**src/port_cfg_pkg.sv**
```systemverilog
// Package with register map, field positions and reset values for the port
package port_cfg_pkg;
  localparam int unsigned data_width = 8;
  // Register offsets (byte addresses on the bus)
  localparam logic [7:0] port_a_data_off = 8'h00;
  localparam logic [7:0] port_a_dir_off = 8'h04;
  localparam logic [7:0] port_a_opt_off = 8'h08;
  localparam logic [7:0] port_d_data_off = 8'h0C;
  localparam logic [7:0] port_d_dir_off = 8'h10;
  localparam logic [7:0] port_d_opt_off = 8'h14;
  localparam logic [7:0] alt_ctrl_off = 8'h18;
  localparam logic [7:0] pin_status_off = 8'h1C;
  // Alternate control register field positions
  localparam int unsigned pulse_out_enable_bit = 0;
  localparam int unsigned overflow_out_enable_bit = 1;
  localparam int unsigned reload_select_lo_bit = 2;
  localparam int unsigned reload_select_hi_bit = 3;
  localparam int unsigned pullup_option_bit = 4;
  // Port A alternate lines
  localparam int unsigned port_a_line2 = 2;
  localparam int unsigned port_a_line3 = 3;
  localparam int unsigned port_a_line4 = 4;
  localparam int unsigned port_a_line5 = 5;
  // Port D alternate lines
  localparam int unsigned port_d_line1 = 1;
  localparam int unsigned port_d_line2 = 2;
  localparam int unsigned port_d_line3 = 3;
  localparam int unsigned port_d_line4 = 4;
  localparam int unsigned port_d_line5 = 5;
  // Reset values
  localparam logic [7:0] port_reg_reset = 8'h00;
  localparam logic [7:0] alt_ctrl_reset = 8'h10;
  localparam logic [31:0] unmapped_read = 32'h0000_0000;
  // Per-line mode
  typedef enum logic [2:0] {
    mode_in_pullup = 3'b000,
    mode_in_float = 3'b001,
    mode_in_irq = 3'b010,
    mode_in_analog = 3'b011,
    mode_out_od = 3'b100,
    mode_out_pp = 3'b101
  } line_mode_type;
endpackage

```
**src/port_line_ctrl.sv**
```systemverilog
// Two byte ports with mode logic, alternate functions and Wishbone slave
//
// Chosen here: the Wishbone register port and the placing of the registers.
`timescale 1ns/1ns
// Contract
// - 000: input, pull-up, no interrupt; pull-up here only while the pull-up option is set
// - 001: floating input, no interrupt
// - 010: pull-up input with interrupt
// - 011: analog input where supported
// - Direction 1, option 0: open drain
// - Direction 1, option 1: push-pull latch
// - Input lines read pin level
// - Timer pins ordinary while enables low
// - Timer enable drives timer signal out
// - Capture pins stay readable inputs
// - Serial-in and clock fed, still readable
// - Serial-out transmits only when open-drain
// - Receive line fed, still readable
// - Transmit line: latch idle, data busy
// - Reset: inputs, pull-up per option
// - Data, direction, option bytes per port
// - Reset clears data, direction, option
module port_line_ctrl #(
  parameter int unsigned width = port_cfg_pkg::data_width
) (
  input wire logic clk_i,                 // Core clock
  input wire logic rst_i,                 // Synchronous reset
  input wire logic [7:0] adr_i,           // Wishbone address
  input wire logic [31:0] dat_i,          // Wishbone write data
  input wire logic [3:0] sel_i,           // Wishbone byte selects
  input wire logic we_i,                  // Wishbone write
  input wire logic cyc_i,                 // Wishbone cycle
  input wire logic stb_i,                 // Wishbone strobe
  output logic [31:0] dat_o,              // Wishbone read data
  output logic ack_o,                     // Wishbone acknowledge
  input wire logic pullup_option_i,       // Pull-up configuration option
  input wire logic [width-1:0] pa_pin_i,  // Port A pin levels
  input wire logic [width-1:0] pd_pin_i,  // Port D pin levels
  output logic [width-1:0] pa_out_o,      // Port A pad output
  output logic [width-1:0] pa_oe_o,       // Port A pad enable
  output logic [width-1:0] pa_pullup_o,   // Port A pull-ups
  output logic [width-1:0] pa_analog_o,   // Port A analog select
  output logic [width-1:0] pa_irq_o,      // Port A interrupt levels
  output logic [width-1:0] pd_out_o,      // Port D pad output
  output logic [width-1:0] pd_oe_o,       // Port D pad enable
  output logic [width-1:0] pd_pullup_o,   // Port D pull-ups
  output logic [width-1:0] pd_analog_o,   // Port D analog select
  output logic [width-1:0] pd_irq_o,      // Port D interrupt levels
  input wire logic pwm_i,                 // Timer pulse-width output
  input wire logic overflow_output_i,     // Timer overflow output
  input wire logic spi_out_i,             // Serial peripheral data out
  input wire logic uart_tx_i,             // UART transmit data
  input wire logic uart_busy_i,           // UART transmission active
  output logic capture_input_a_o,         // Capture trigger A
  output logic capture_input_b_o,         // Capture trigger B
  output logic spi_in_o,                  // Serial data in
  output logic spi_clk_o,                 // Serial clock in
  output logic uart_receive_line_o        // UART receive line
);
  // Configuration registers
  logic [width-1:0] pa_data_q, pa_data_d;
  logic [width-1:0] pa_dir_q, pa_dir_d;
  logic [width-1:0] pa_opt_q, pa_opt_d;
  logic [width-1:0] pd_data_q, pd_data_d;
  logic [width-1:0] pd_dir_q, pd_dir_d;
  logic [width-1:0] pd_opt_q, pd_opt_d;
  logic [4:0] alt_q, alt_d;           // Alternate function control
  logic ack_q, ack_d;                 // Bus acknowledge
  logic [31:0] rdat_q, rdat_d;        // Read data
  logic strap_q, strap_d;             // Captured pull-up option
  // Pin synchronisers
  logic [width-1:0] pa_s1_q, pa_s2_q, pd_s1_q, pd_s2_q;
  logic opt_s1_q, opt_s2_q;
  // Cell outputs
  logic [width-1:0] pa_out, pa_oe, pa_pu, pa_an, pa_irq, pa_rd;
  logic [width-1:0] pd_out, pd_oe, pd_pu, pd_an, pd_irq, pd_rd;
  logic [width-1:0] pa_alt_en, pa_alt_val, pd_alt_en, pd_alt_val;
  logic [width-1:0] pd_od_only;
  logic [width-1:0] pa_out_q, pa_oe_q, pa_pu_q, pa_an_q, pa_irq_q;
  logic [width-1:0] pd_out_q, pd_oe_q, pd_pu_q, pd_an_q, pd_irq_q;
  logic cap_a_q, cap_b_q, sin_q, sclk_q, rx_q;
  logic access;

  // Merge byte lane 0 of a write into a register
  function automatic logic [width-1:0] lane_write(
    input logic [width-1:0] old, input logic [31:0] wd,
    input logic [3:0] sel);
    lane_write = sel[0] ? wd[width-1:0] : old;
  endfunction

  // Two-flop synchronisers for pins and option input
  always_ff @(posedge clk_i) begin
    pa_s1_q <= pa_pin_i;
    pa_s2_q <= pa_s1_q;
    pd_s1_q <= pd_pin_i;
    pd_s2_q <= pd_s1_q;
    opt_s1_q <= pullup_option_i;
    opt_s2_q <= opt_s1_q;
  end

  // Peripheral ownership of output lines
  always_comb begin
    pa_alt_en = '0;
    pa_alt_val = '0;
    pd_alt_en = '0;
    pd_alt_val = '0;
    pd_od_only = '0;
    // Timer outputs own their lines only while enabled
    pa_alt_en[port_cfg_pkg::port_a_line3] =
      alt_q[port_cfg_pkg::pulse_out_enable_bit];
    pa_alt_val[port_cfg_pkg::port_a_line3] = pwm_i;
    pa_alt_en[port_cfg_pkg::port_a_line2] =
      alt_q[port_cfg_pkg::overflow_out_enable_bit];
    pa_alt_val[port_cfg_pkg::port_a_line2] = overflow_output_i;
    // Serial out: only in open-drain mode
    pd_alt_en[port_cfg_pkg::port_d_line3] = 1'b1;
    pd_alt_val[port_cfg_pkg::port_d_line3] = spi_out_i;
    pd_od_only[port_cfg_pkg::port_d_line3] = 1'b1;
    // Transmit line: data during transmission, latch otherwise
    pd_alt_en[port_cfg_pkg::port_d_line5] = uart_busy_i;
    pd_alt_val[port_cfg_pkg::port_d_line5] = uart_tx_i;
  end

  // Per-line mode cells for both ports
  genvar g;
  generate
    for (g = 0; g < width; g++) begin : g_line
      port_line_cell #(.analog_capable(g >= 4)) u_pa (
        .dir_i(pa_dir_q[g]),
        .opt_i(pa_opt_q[g]),
        .latch_i(pa_data_q[g]),
        .alt_en_i(pa_alt_en[g]),
        .alt_val_i(pa_alt_val[g]),
        .od_only_i(1'b0),
        .pin_i(pa_s2_q[g]),
        .pad_out_o(pa_out[g]),
        .pad_oe_o(pa_oe[g]),
        .pullup_o(pa_pu[g]),
        .analog_o(pa_an[g]),
        .irq_o(pa_irq[g]),
        .read_o(pa_rd[g])
      );
      port_line_cell #(.analog_capable(1'b1)) u_pd (
        .dir_i(pd_dir_q[g]),
        .opt_i(pd_opt_q[g]),
        .latch_i(pd_data_q[g]),
        .alt_en_i(pd_alt_en[g]),
        .alt_val_i(pd_alt_val[g]),
        .od_only_i(pd_od_only[g]),
        .pin_i(pd_s2_q[g]),
        .pad_out_o(pd_out[g]),
        .pad_oe_o(pd_oe[g]),
        .pullup_o(pd_pu[g]),
        .analog_o(pd_an[g]),
        .irq_o(pd_irq[g]),
        .read_o(pd_rd[g])
      );
    end
  endgenerate

  // Bus access decode and register next values
  always_comb begin
    access = cyc_i && stb_i && !ack_q;
    pa_data_d = pa_data_q;
    pa_dir_d = pa_dir_q;
    pa_opt_d = pa_opt_q;
    pd_data_d = pd_data_q;
    pd_dir_d = pd_dir_q;
    pd_opt_d = pd_opt_q;
    alt_d = alt_q;
    rdat_d = rdat_q;
    ack_d = access;
    strap_d = opt_s2_q;
    if (access && we_i) begin
      if (adr_i == port_cfg_pkg::port_a_data_off) begin
        pa_data_d = lane_write(pa_data_q, dat_i, sel_i);
      end else if (adr_i == port_cfg_pkg::port_a_dir_off) begin
        pa_dir_d = lane_write(pa_dir_q, dat_i, sel_i);
      end else if (adr_i == port_cfg_pkg::port_a_opt_off) begin
        pa_opt_d = lane_write(pa_opt_q, dat_i, sel_i);
      end else if (adr_i == port_cfg_pkg::port_d_data_off) begin
        pd_data_d = lane_write(pd_data_q, dat_i, sel_i);
      end else if (adr_i == port_cfg_pkg::port_d_dir_off) begin
        pd_dir_d = lane_write(pd_dir_q, dat_i, sel_i);
      end else if (adr_i == port_cfg_pkg::port_d_opt_off) begin
        pd_opt_d = lane_write(pd_opt_q, dat_i, sel_i);
      end else if (adr_i == port_cfg_pkg::alt_ctrl_off && sel_i[0]) begin
        alt_d[3:0] = dat_i[3:0];
      end
    end else if (access) begin
      // Reads: pin levels for inputs, latch for outputs
      if (adr_i == port_cfg_pkg::port_a_data_off) begin
        rdat_d = {24'h00_0000, pa_rd};
      end else if (adr_i == port_cfg_pkg::port_a_dir_off) begin
        rdat_d = {24'h00_0000, pa_dir_q};
      end else if (adr_i == port_cfg_pkg::port_a_opt_off) begin
        rdat_d = {24'h00_0000, pa_opt_q};
      end else if (adr_i == port_cfg_pkg::port_d_data_off) begin
        rdat_d = {24'h00_0000, pd_rd};
      end else if (adr_i == port_cfg_pkg::port_d_dir_off) begin
        rdat_d = {24'h00_0000, pd_dir_q};
      end else if (adr_i == port_cfg_pkg::port_d_opt_off) begin
        rdat_d = {24'h00_0000, pd_opt_q};
      end else if (adr_i == port_cfg_pkg::alt_ctrl_off) begin
        rdat_d = {27'h000_0000, alt_q};
      end else if (adr_i == port_cfg_pkg::pin_status_off) begin
        rdat_d = {16'h0000, pd_s2_q, pa_s2_q};
      end else begin
        rdat_d = port_cfg_pkg::unmapped_read;
      end
    end
    alt_d[port_cfg_pkg::pullup_option_bit] = strap_q;
  end

  // Register update; reset clears every port register
  always_ff @(posedge clk_i) begin
    if (rst_i) begin
      pa_data_q <= port_cfg_pkg::port_reg_reset;
      pa_dir_q <= port_cfg_pkg::port_reg_reset;
      pa_opt_q <= port_cfg_pkg::port_reg_reset;
      pd_data_q <= port_cfg_pkg::port_reg_reset;
      pd_dir_q <= port_cfg_pkg::port_reg_reset;
      pd_opt_q <= port_cfg_pkg::port_reg_reset;
      alt_q <= port_cfg_pkg::alt_ctrl_reset[4:0];
      ack_q <= 1'b0;
      rdat_q <= port_cfg_pkg::unmapped_read;
      strap_q <= 1'b1;
    end else begin
      pa_data_q <= pa_data_d;
      pa_dir_q <= pa_dir_d;
      pa_opt_q <= pa_opt_d;
      pd_data_q <= pd_data_d;
      pd_dir_q <= pd_dir_d;
      pd_opt_q <= pd_opt_d;
      alt_q <= alt_d;
      ack_q <= ack_d;
      rdat_q <= rdat_d;
      strap_q <= strap_d;
    end
  end

  // Registered pad and peripheral outputs
  always_ff @(posedge clk_i) begin
    if (rst_i) begin
      pa_out_q <= '0;
      pa_oe_q <= '0;
      pa_pu_q <= '0;
      pa_an_q <= '0;
      pa_irq_q <= '0;
      pd_out_q <= '0;
      pd_oe_q <= '0;
      pd_pu_q <= '0;
      pd_an_q <= '0;
      pd_irq_q <= '0;
      cap_a_q <= 1'b0;
      cap_b_q <= 1'b0;
      sin_q <= 1'b0;
      sclk_q <= 1'b0;
      rx_q <= 1'b0;
    end else begin
      pa_out_q <= pa_out;
      pa_oe_q <= pa_oe;
      pa_pu_q <= pa_pu & ({width{strap_q}} | pa_opt_q);
      pa_an_q <= pa_an;
      pa_irq_q <= pa_irq;
      pd_out_q <= pd_out;
      pd_oe_q <= pd_oe;
      pd_pu_q <= pd_pu & ({width{strap_q}} | pd_opt_q);
      pd_an_q <= pd_an;
      pd_irq_q <= pd_irq;
      // Capture only when reload select enables it and line is input
      cap_a_q <= alt_q[port_cfg_pkg::reload_select_lo_bit] &&
        !pa_dir_q[port_cfg_pkg::port_a_line4] &&
        pa_s2_q[port_cfg_pkg::port_a_line4];
      cap_b_q <= alt_q[port_cfg_pkg::reload_select_hi_bit] &&
        !pa_dir_q[port_cfg_pkg::port_a_line5] &&
        pa_s2_q[port_cfg_pkg::port_a_line5];
      sin_q <= pd_s2_q[port_cfg_pkg::port_d_line2];
      sclk_q <= pd_s2_q[port_cfg_pkg::port_d_line1];
      rx_q <= pd_s2_q[port_cfg_pkg::port_d_line4];
    end
  end

  assign dat_o = rdat_q;
  assign ack_o = ack_q;
  assign pa_out_o = pa_out_q;
  assign pa_oe_o = pa_oe_q;
  assign pa_pullup_o = pa_pu_q;
  assign pa_analog_o = pa_an_q;
  assign pa_irq_o = pa_irq_q;
  assign pd_out_o = pd_out_q;
  assign pd_oe_o = pd_oe_q;
  assign pd_pullup_o = pd_pu_q;
  assign pd_analog_o = pd_an_q;
  assign pd_irq_o = pd_irq_q;
  assign capture_input_a_o = cap_a_q;
  assign capture_input_b_o = cap_b_q;
  assign spi_in_o = sin_q;
  assign spi_clk_o = sclk_q;
  assign uart_receive_line_o = rx_q;

  // Bus answers exactly one cycle after request
  ack_timing_a: assert property (@(posedge clk_i) disable iff (rst_i)
    (cyc_i && stb_i && !ack_o) |=> ack_o)
    else $error("ack missing after request");
  // Ack lasts one cycle
  ack_single_a: assert property (@(posedge clk_i) disable iff (rst_i)
    ack_o |=> !ack_o) else $error("ack longer than one cycle");
  // Reset leaves all lines as inputs
  reset_input_a: assert property (@(posedge clk_i)
    rst_i |=> (pa_dir_q == '0 && pd_dir_q == '0 && pd_data_q == '0))
    else $error("port registers not cleared by reset");
  // Pull-up mode enables pull-up with option set
  pullup_mode_a: assert property (@(posedge clk_i) disable iff (rst_i)
    (!pa_dir_q[0] && !pa_opt_q[0] && !pa_data_q[0] && strap_q)
    |=> pa_pullup_o[0]) else $error("pull-up missing");
  // Floating input has no pull-up
  float_mode_a: assert property (@(posedge clk_i) disable iff (rst_i)
    (!pa_dir_q[0] && !pa_opt_q[0] && pa_data_q[0]) |=> !pa_pullup_o[0])
    else $error("floating input has pull-up");
  // Interrupt follows pin only in interrupt mode
  irq_mode_a: assert property (@(posedge clk_i) disable iff (rst_i)
    (!(!pd_dir_q[0] && pd_opt_q[0] && !pd_data_q[0])) |=> !pd_irq_o[0])
    else $error("interrupt active outside interrupt mode");
  // Push-pull drives latch value
  push_pull_a: assert property (@(posedge clk_i) disable iff (rst_i)
    (pd_dir_q[0] && pd_opt_q[0]) |=> (pd_oe_o[0] && pd_out_o[0] ==
    $past(pd_data_q[0]))) else $error("push-pull value wrong");
  // Open drain never drives high
  open_drain_a: assert property (@(posedge clk_i) disable iff (rst_i)
    (pd_dir_q[0] && !pd_opt_q[0]) |=> !pd_out_o[0])
    else $error("open drain drove high");
  // Analog select on capable line
  analog_mode_a: assert property (@(posedge clk_i) disable iff (rst_i)
    (!pd_dir_q[0] && pd_opt_q[0] && pd_data_q[0]) |=> pd_analog_o[0])
    else $error("analog select missing");
endmodule

```
**src/port_line_cell.sv**
```systemverilog
// One port line: mode decode, pad control and interrupt forwarding
`timescale 1ns/1ns
module port_line_cell #(
  parameter bit analog_capable = 1'b1
) (
  input wire logic dir_i,      // Direction bit
  input wire logic opt_i,      // Option bit
  input wire logic latch_i,    // Data latch bit
  input wire logic alt_en_i,   // Peripheral owns the output
  input wire logic alt_val_i,  // Peripheral output value
  input wire logic od_only_i,  // Peripheral drives only when open drain
  input wire logic pin_i,      // Synchronised pin level
  output logic pad_out_o,      // Pad output level
  output logic pad_oe_o,       // Pad driver enable
  output logic pullup_o,       // Pull-up enable
  output logic analog_o,       // Analog mux select
  output logic irq_o,          // Level to interrupt logic
  output logic read_o          // Value seen on a data read
);
  port_cfg_pkg::line_mode_type mode;
  logic drive_val;

  // Mode decode from direction, option and latch
  always_comb begin
    if (dir_i) begin
      mode = opt_i ? port_cfg_pkg::mode_out_pp
                   : port_cfg_pkg::mode_out_od;
    end else begin
      mode = port_cfg_pkg::line_mode_type'({1'b0, opt_i, latch_i});
    end
  end

  // Output value and pad control
  always_comb begin
    drive_val = latch_i;
    if (alt_en_i && (!od_only_i || mode == port_cfg_pkg::mode_out_od)) begin
      drive_val = alt_val_i;
    end
    pad_out_o = 1'b0;
    pad_oe_o = 1'b0;
    pullup_o = 1'b0;
    analog_o = 1'b0;
    irq_o = 1'b0;
    read_o = pin_i;
    case (mode)
      port_cfg_pkg::mode_in_pullup: begin
        pullup_o = 1'b1;
      end
      port_cfg_pkg::mode_in_float: begin
        pullup_o = 1'b0;
      end
      port_cfg_pkg::mode_in_irq: begin
        pullup_o = 1'b1;
        irq_o = pin_i;
      end
      port_cfg_pkg::mode_in_analog: begin
        analog_o = analog_capable;
      end
      port_cfg_pkg::mode_out_od: begin
        pad_out_o = 1'b0;
        pad_oe_o = !drive_val;
        read_o = latch_i;
      end
      default: begin
        pad_out_o = drive_val;
        pad_oe_o = 1'b1;
        read_o = latch_i;
      end
    endcase
  end
endmodule

```
**config.mk**
```make
export PLATFORM = sky130hd
export DESIGN_NAME = port_line_ctrl
export DESIGN_NICKNAME = d
export VERILOG_FILES = /design/src/port_cfg_pkg.sv /design/src/port_line_ctrl.sv /design/src/port_line_cell.sv
export SDC_FILE = /design/constraint.sdc
export NUM_CORES = 1
export LEC_CHECK = 0
export ABC_AREA = 1
export ABC_CLOCK_PERIOD_IN_PS = 4700
export BUFFER_PORTS_ARGS = -buffer_cell sky130_fd_sc_hd__buf_4
export CAP_MARGIN = 20
export CELL_PAD_IN_SITES_DETAIL_PLACEMENT = 1
export CELL_PAD_IN_SITES_GLOBAL_PLACEMENT = 1
export CORE_MARGIN = 5
export CORE_UTILIZATION = 41
export DETAILED_ROUTE_END_ITERATION = 10
export PLACE_DENSITY_LB_ADDON = 0.15
export SLEW_MARGIN = 0
export SYNTH_ARGS = -nofsm -noshare
export SYNTH_HDL_FRONTEND = slang
export SYNTH_SLANG_ARGS = --single-unit
export TNS_END_PERCENT = 5
```
**constraint.sdc**
```tcl
create_clock -name clk_i -period 4.7 [get_ports clk_i]
set_input_delay 1.175 -clock clk_i [delete_from_list [all_inputs] [get_ports clk_i]]
set_output_delay 1.175 -clock clk_i [all_outputs]
set_load 0.01 [all_outputs]
```
==> Word-level counts from Yosys, hierarchy flattened <==
Index checks and enable logic that the tools add are counted.
{ "word_totals": {"input_bits": 71, "out_inout_bits": 118, "elab_cells": 379, "ff_bits": 206} }
{ "classes": {"reduce_logical": 116, "bitwise_logic": 27, "n_mux": 104, "n_eq_ne": 71} }
{ "ops": {"columns": ["cell", "count"], "rows": [
  ["2-to-1 mux 16 bit", 8],
  ["equality test 3 x 2 -> 1 bit (second input constant)", 32],
  ["OR reduction 6 bit", 16],
  ["2-to-1 mux 1 bit", 64],
  ["OR reduction 2 bit", 32],
  ["OR reduction 4 bit", 16],
  ["equality test 3 x 1 -> 1 bit (second input constant)", 16],
  ["equality test 3 bit (second input constant)", 16],
  ["zero test 3 bit", 16],
  ["2-to-1 mux 3 bit", 16],
  ["equality test 8 x 5 -> 1 bit (second input constant)", 4],
  ["one-hot mux 1 bit (2 select lines)", 16],
  ["inverter 1 bit", 23],
  ["zero test 1 bit", 19],
  ["bitwise AND 8 bit", 2],
  ["equality test 8 x 4 -> 1 bit (second input constant)", 2],
  ["OR 8 bit", 2],
  ["AND reduction 8 bit", 2],
  ["equality test 8 x 3 -> 1 bit (second input constant)", 1],
  ["logical AND 1 bit", 8],
  ["zero test 8 bit", 1],
  ["AND reduction 7 bit", 1],
  ["AND reduction 6 bit", 1],
  ["AND reduction 5 bit", 1],
  ["other kinds (3)", 3]
]} }

==> Logic depth before layout (Yosys ltp) <==
{ "logic_depth": {"word_depth": 9, "depth_mapped": 10, "depth_no_buf": 9} }

==> Cells and area by module <==
From an unflattened synthesis, not the netlist that was laid out.
{ "unflattened": {"hier_cells": 1049, "area_unflattened_um2": 8030.2} }
{ "modules_own_cells": {"columns": ["mod", "cells_each", "area_each_um2", "seq_area_each_um2", "n_inst"], "rows": [
  ["port_line_ctrl", 773, 6538.8, 3803.6, 1],
  ["port_line_cell at g_line[0].u_pd ...", 17, 93.8, 0.0, 12],
  ["port_line_cell at g_line[0].u_pa ...", 18, 91.3, 0.0, 4]
]} }

==> Worst setup path before layout <==
No wires, ideal clock.
{ "synth_path": {"path_kind": "input to register", "from": "in adr_i[0]", "to": "reg pd_opt_q[0]", "t_required_ps": 4567, "t_arrival_ps": 2157, "n_path_buf": 0, "path_stages": 9, "setup_ps": 133, "path_slack_ps": 2411, "cell_sequence": "inv_1 nand2_4 nor2_2 nand2_1 inv_2 nor2_2 nand2_2 nand2_1 a21oi_1"} }
{ "synth_via": {"elab_chain_len": 3, "elab_cells_between_ends": 12, "cone_classes": "5 x eq/ne; 5 x bitwise; 2 x reduce/logical"} }
{ "synth_lines": {"columns": ["element", "line_no", "rtl"], "rows": [
  ["start, declared", "port_line_ctrl.sv:28", "input wire logic [7:0] adr_i,"],
  ["equality test 8 x 5 -> 1 bit (tied with other cells)", "port_line_ctrl.sv:183", "end else if (adr_i == port_cfg_pkg::port_d_dir_off) begin"],
  ["inverter 1 bit (no source line)", null, null],
  ["AND reduction 8 bit (no source line) (*)", null, null],
  ["end signal, assigned", "port_line_ctrl.sv:223", "pd_opt_q <= port_cfg_pkg::port_reg_reset;"],
  ["end signal, assigned", "port_line_ctrl.sv:234", "pd_opt_q <= pd_opt_d;"],
  ["end, declared", "port_line_ctrl.sv:66", "logic [width-1:0] pd_opt_q, pd_opt_d;"]
]} }
Every way passes the cells marked *; elsewhere a longest branch is shown, timed or not.
A chain may end at the register's enable or synchronous reset.

==> Worst setup path after layout <==
{ "layout_path": {"from": "in adr_i[5]", "to": "reg pd_opt_q[5]"} }
Same word-level chain as after synthesis.

==> impl_metrics.ini <==
[yosys]
synth_enable_flop_cells = 0
syn_inst = 754
ys_types = 38
post_synth_fa_ha_maj_area_fraction_pct = 0
synth.largest_area_cell = sky130_fd_sc_hd__dfxtp_1
asyncSetResetFlopFracSynth_pct = 0
synth-main-ff-cell = sky130_fd_sc_hd__dfxtp_1
largest_cells_by_area_after_synthesis = sky130_fd_sc_hd__dfxtp_1 (56%), sky130_fd_sc_hd__nand2_1 (5.1%), sky130_fd_sc_hd__nor2_1 (5.1%)
synth.top_cell.area_share_pct = 55.8
synth.cell_area_sq_mm = 0.00667
synth_compound_area_share_pct = 13.2
yosysMostFrequentCell = sky130_fd_sc_hd__dfxtp_1
synthMuxAreaShare_pct = 0
ys_seq_elements = 186
postSynthAreaPerCell_sq_um = 8.84
yosysSeqAreaShare_pct = 55.8
main_combinational_cell_family_by_area_after_synthesis = simple AND/OR/NAND/NOR gates
post_synth_xor_xnor_area_pct = 0
synth.top_cells.by_count = sky130_fd_sc_hd__dfxtp_1 (186), sky130_fd_sc_hd__nand2_1 (90), sky130_fd_sc_hd__nor2_1 (90)
synth_warn = 0
synth_simple_gate_area_share_pct = 22.2

[power]
p_int_mw = 2.35
clkPwrFrac_pct = 43.2
comb_power_share_pct = 4.7
ir_worst_vdd_v = 0.000275
power-per-cell-area_mw_per_mm2 = 372
net-switching-power_mw = 0.756
p_leak_nw = 3.44
total_design_power_mw = 3.11
seqPwrFrac_pct = 52.1
netSwitchingFraction_pct = 24.3

[detailed_routing]
first_pass_iters = 4
first_iter_violations = 306
met1Wirelength_mm = 8.55
route.top_layer_used = met4
antenna_violating_nets_post_route = 0
drt_drc_violations_left = 0
num_vias = 5578
totalWireLength_mm = 19.5
wl_per_cell_um = 17.4
wl_met2_mm = 9.55
vias_per_cell = 4.99
detailroute.wirelength.met3_mm = 1.16

[placement]
dp_hpwl_mm = 14.2
io_buffer_count = 141
placement.cell_area_sq_mm = 0.00780
dp_cells = 1085
dpl_worst_slack_ps = 1710
globalplace.congestion = 0.849

[floorplan]
dieArea_sq_mm = 0.0189
die_y_um = 138
pin_count = 189
floorplan.initialDensity_pct = 41.8
placementRows = 46
die_x_um = 138
design.core.area_sq_mm = 0.0159

[timing]
clock_skew_ps = 8.66
minimum_hold_slack_ps = 328
period_needed_ps = 2570
timing.final.ws_setup_ps = 2130
setup_viol_count_final = 0
fin_crit_sh_pct = 54.7
worstMarginPinSlew_ps = 1040
final_hold_viol_count = 0
timing_max_transition_violations_final = 0
rsz0062_at_grt = false
totalNegativeSetupSlack_ps = 0
fmax_mhz = 389
relSlewSlack_pct = 30.7

[critical_path]
cp_data_required_time_ps = 4970
ff2ff_path_depth = 7
path_common_cell = sky130_fd_sc_hd__nand2_1
worst-setup-path-type = input pin to flip-flop
critical_path.max_stage_delay_ps = 480
critical_path_arrival_ps = 2840
slack_of_the_worst_reg_to_reg_path_ps = 2780
crit_path_start_kind = input pin
critPathMaxFanout = 23
critPathTopFamily = simple AND/OR/NAND/NOR gates
worstSetupPathDepth = 9
crit_buf_inv = 2
worstPathCellList = buf_4 -> inv_1 -> nand2_1 -> nor2_4 -> nand2_4 -> nor3b_4 -> nand2_2 -> nand2_1 -> a21oi_1
crit_slowest_cell = sky130_fd_sc_hd__nor2_4
worst_setup_path_end_kind = flip-flop

[global_routing]
grt_remaining_overflow = 0
global_route.usage.total_pct = 21.1
grt_max_degree = 91
first_pass_grt_wire_length_mm = 30.7
vias_in_the_first_global_route = 5895
antenna_found_initial = 0

[clocking]
cts_sinks = 186
cts.repair_timing.setup_buffer_count = 0
clock_tree_from_tritoncts = yes
clkLatencyLatePin_ps = 440
cts_htree_levels = 4
clockRootBuffer = sky130_fd_sc_hd__clkbuf_16
cts-buffers-inserted = 17
clock_transition_time_at_the_flip_flop_clock_pins_of_the_worst_setup_and_hold_paths_ps = 70
cts-hold-fix-buffers = 0
cts_repair_resize_count = 0
clock_tree.buffer_depth = 2

[flow_run]
maxCapViolations = 0

[cells_and_area]
layout.cell_area.non_filler_sq_mm = 0.00835
total_number_of_nets_in_the_final_design = 959
layout.cells.non_filler = 1117
final_standard_cell_utilization_of_the_core_pct = 52.4
insertedDiodeCount = 0
flow.area_growth_from_synthesis_pct = 25.3
drive_gt1_share_pct = 24.9

[outcome]
run_status = finished, final reports clean

[hold_path]
min-delay-path-class = flip-flop to flip-flop
hold_path_depth = 0
==> power groups by stage <==
stage	registers, mW	clock network, mW	logic [mW]
after floorplan	1.65	0	0.0798
after global placement	1.65	0	0.143
after detailed placement	1.65	0	0.147
after CTS	1.62	1.38	0.148
after global routing	1.62	1.45	0.161
final	1.62	1.34	0.147
==> registers in the layout, summed over array words and instances, names as in the netlist, 4 cells and up <==
name	count
dat_o	16
pa_opt_q	8
pd_s1_q	8
pa_data_q	8
pd_analog_o	8
pd_s2_q	8
pd_dir_q	8
pa_out_o	8
pa_s2_q	8
pa_oe_o	8
pa_s1_q	8
pd_irq_o	8
pa_irq_o	8
pd_pullup_o	8
pd_oe_o	8
pa_analog_o	4
pd_opt_q	8
pa_pullup_o	8
pd_out_o	8
alt_q	5
pd_data_q	8
pa_dir_q	8
==> area by class of cell <==
cell class | count | area [sq um]
clock buffers | 17 | 425
flip-flops and latches | 186 | 3720
clock inverters | 15 | 129
repair buffers | 143 | 1070
fillers | 1944 | 7590
multi-input cells | 462 | 2440
well taps | 216 | 270
inverters | 78 | 294
==> placed cells by master, fill, tap and decap left out, drive strengths merged, types with 7 or more instances in the layout <==
master | netlist | final
a2111oi | 8 | 8
a211oi | 35 | 35
a21oi | 42 | 42
buf | 35 | 143
clkbuf | 12 | 17
clkinv | 2 | 7
conb | 1 | 20
dfxtp | 186 | 186
inv | 76 | 83
nand2 | 101 | 101
nand3 | 47 | 47
nand4 | 8 | 8
nor2 | 103 | 103
nor3 | 25 | 25
nor4 | 16 | 16
o21ai | 42 | 42
==> routing by layer <==
metal / global-route usage, % / up-vias
met5: 0 / -
met4: 7.26 / 0
met3: 4.49 / 17
met2: 35.3 / 147
met1: 27.0 / 2662
li1: - / 2752
==> final timing paths <==
path	start	end
hold reg to reg	pa_s1_q[7]$_DFF_P_	pa_s2_q[7]$_DFF_P_
setup / recovery	adr_i[5]	pd_opt_q[5]$_SDFFE_PP0P_
setup reg to reg	ack_o$_SDFF_PP0_	dat_o[13]$_SDFFE_PP0P_
hold / removal	pa_s1_q[7]$_DFF_P_	pa_s2_q[7]$_DFF_P_
==> logic make-up after synthesis <==
kind of cell | count (synthesis)
AOI/OAI and AO/OA | 137
other | 1
DFF | 186
buffers and inverters | 125
and+or+nand+nor | 305
No activity file was read; power rests on OpenSTA's default activity.
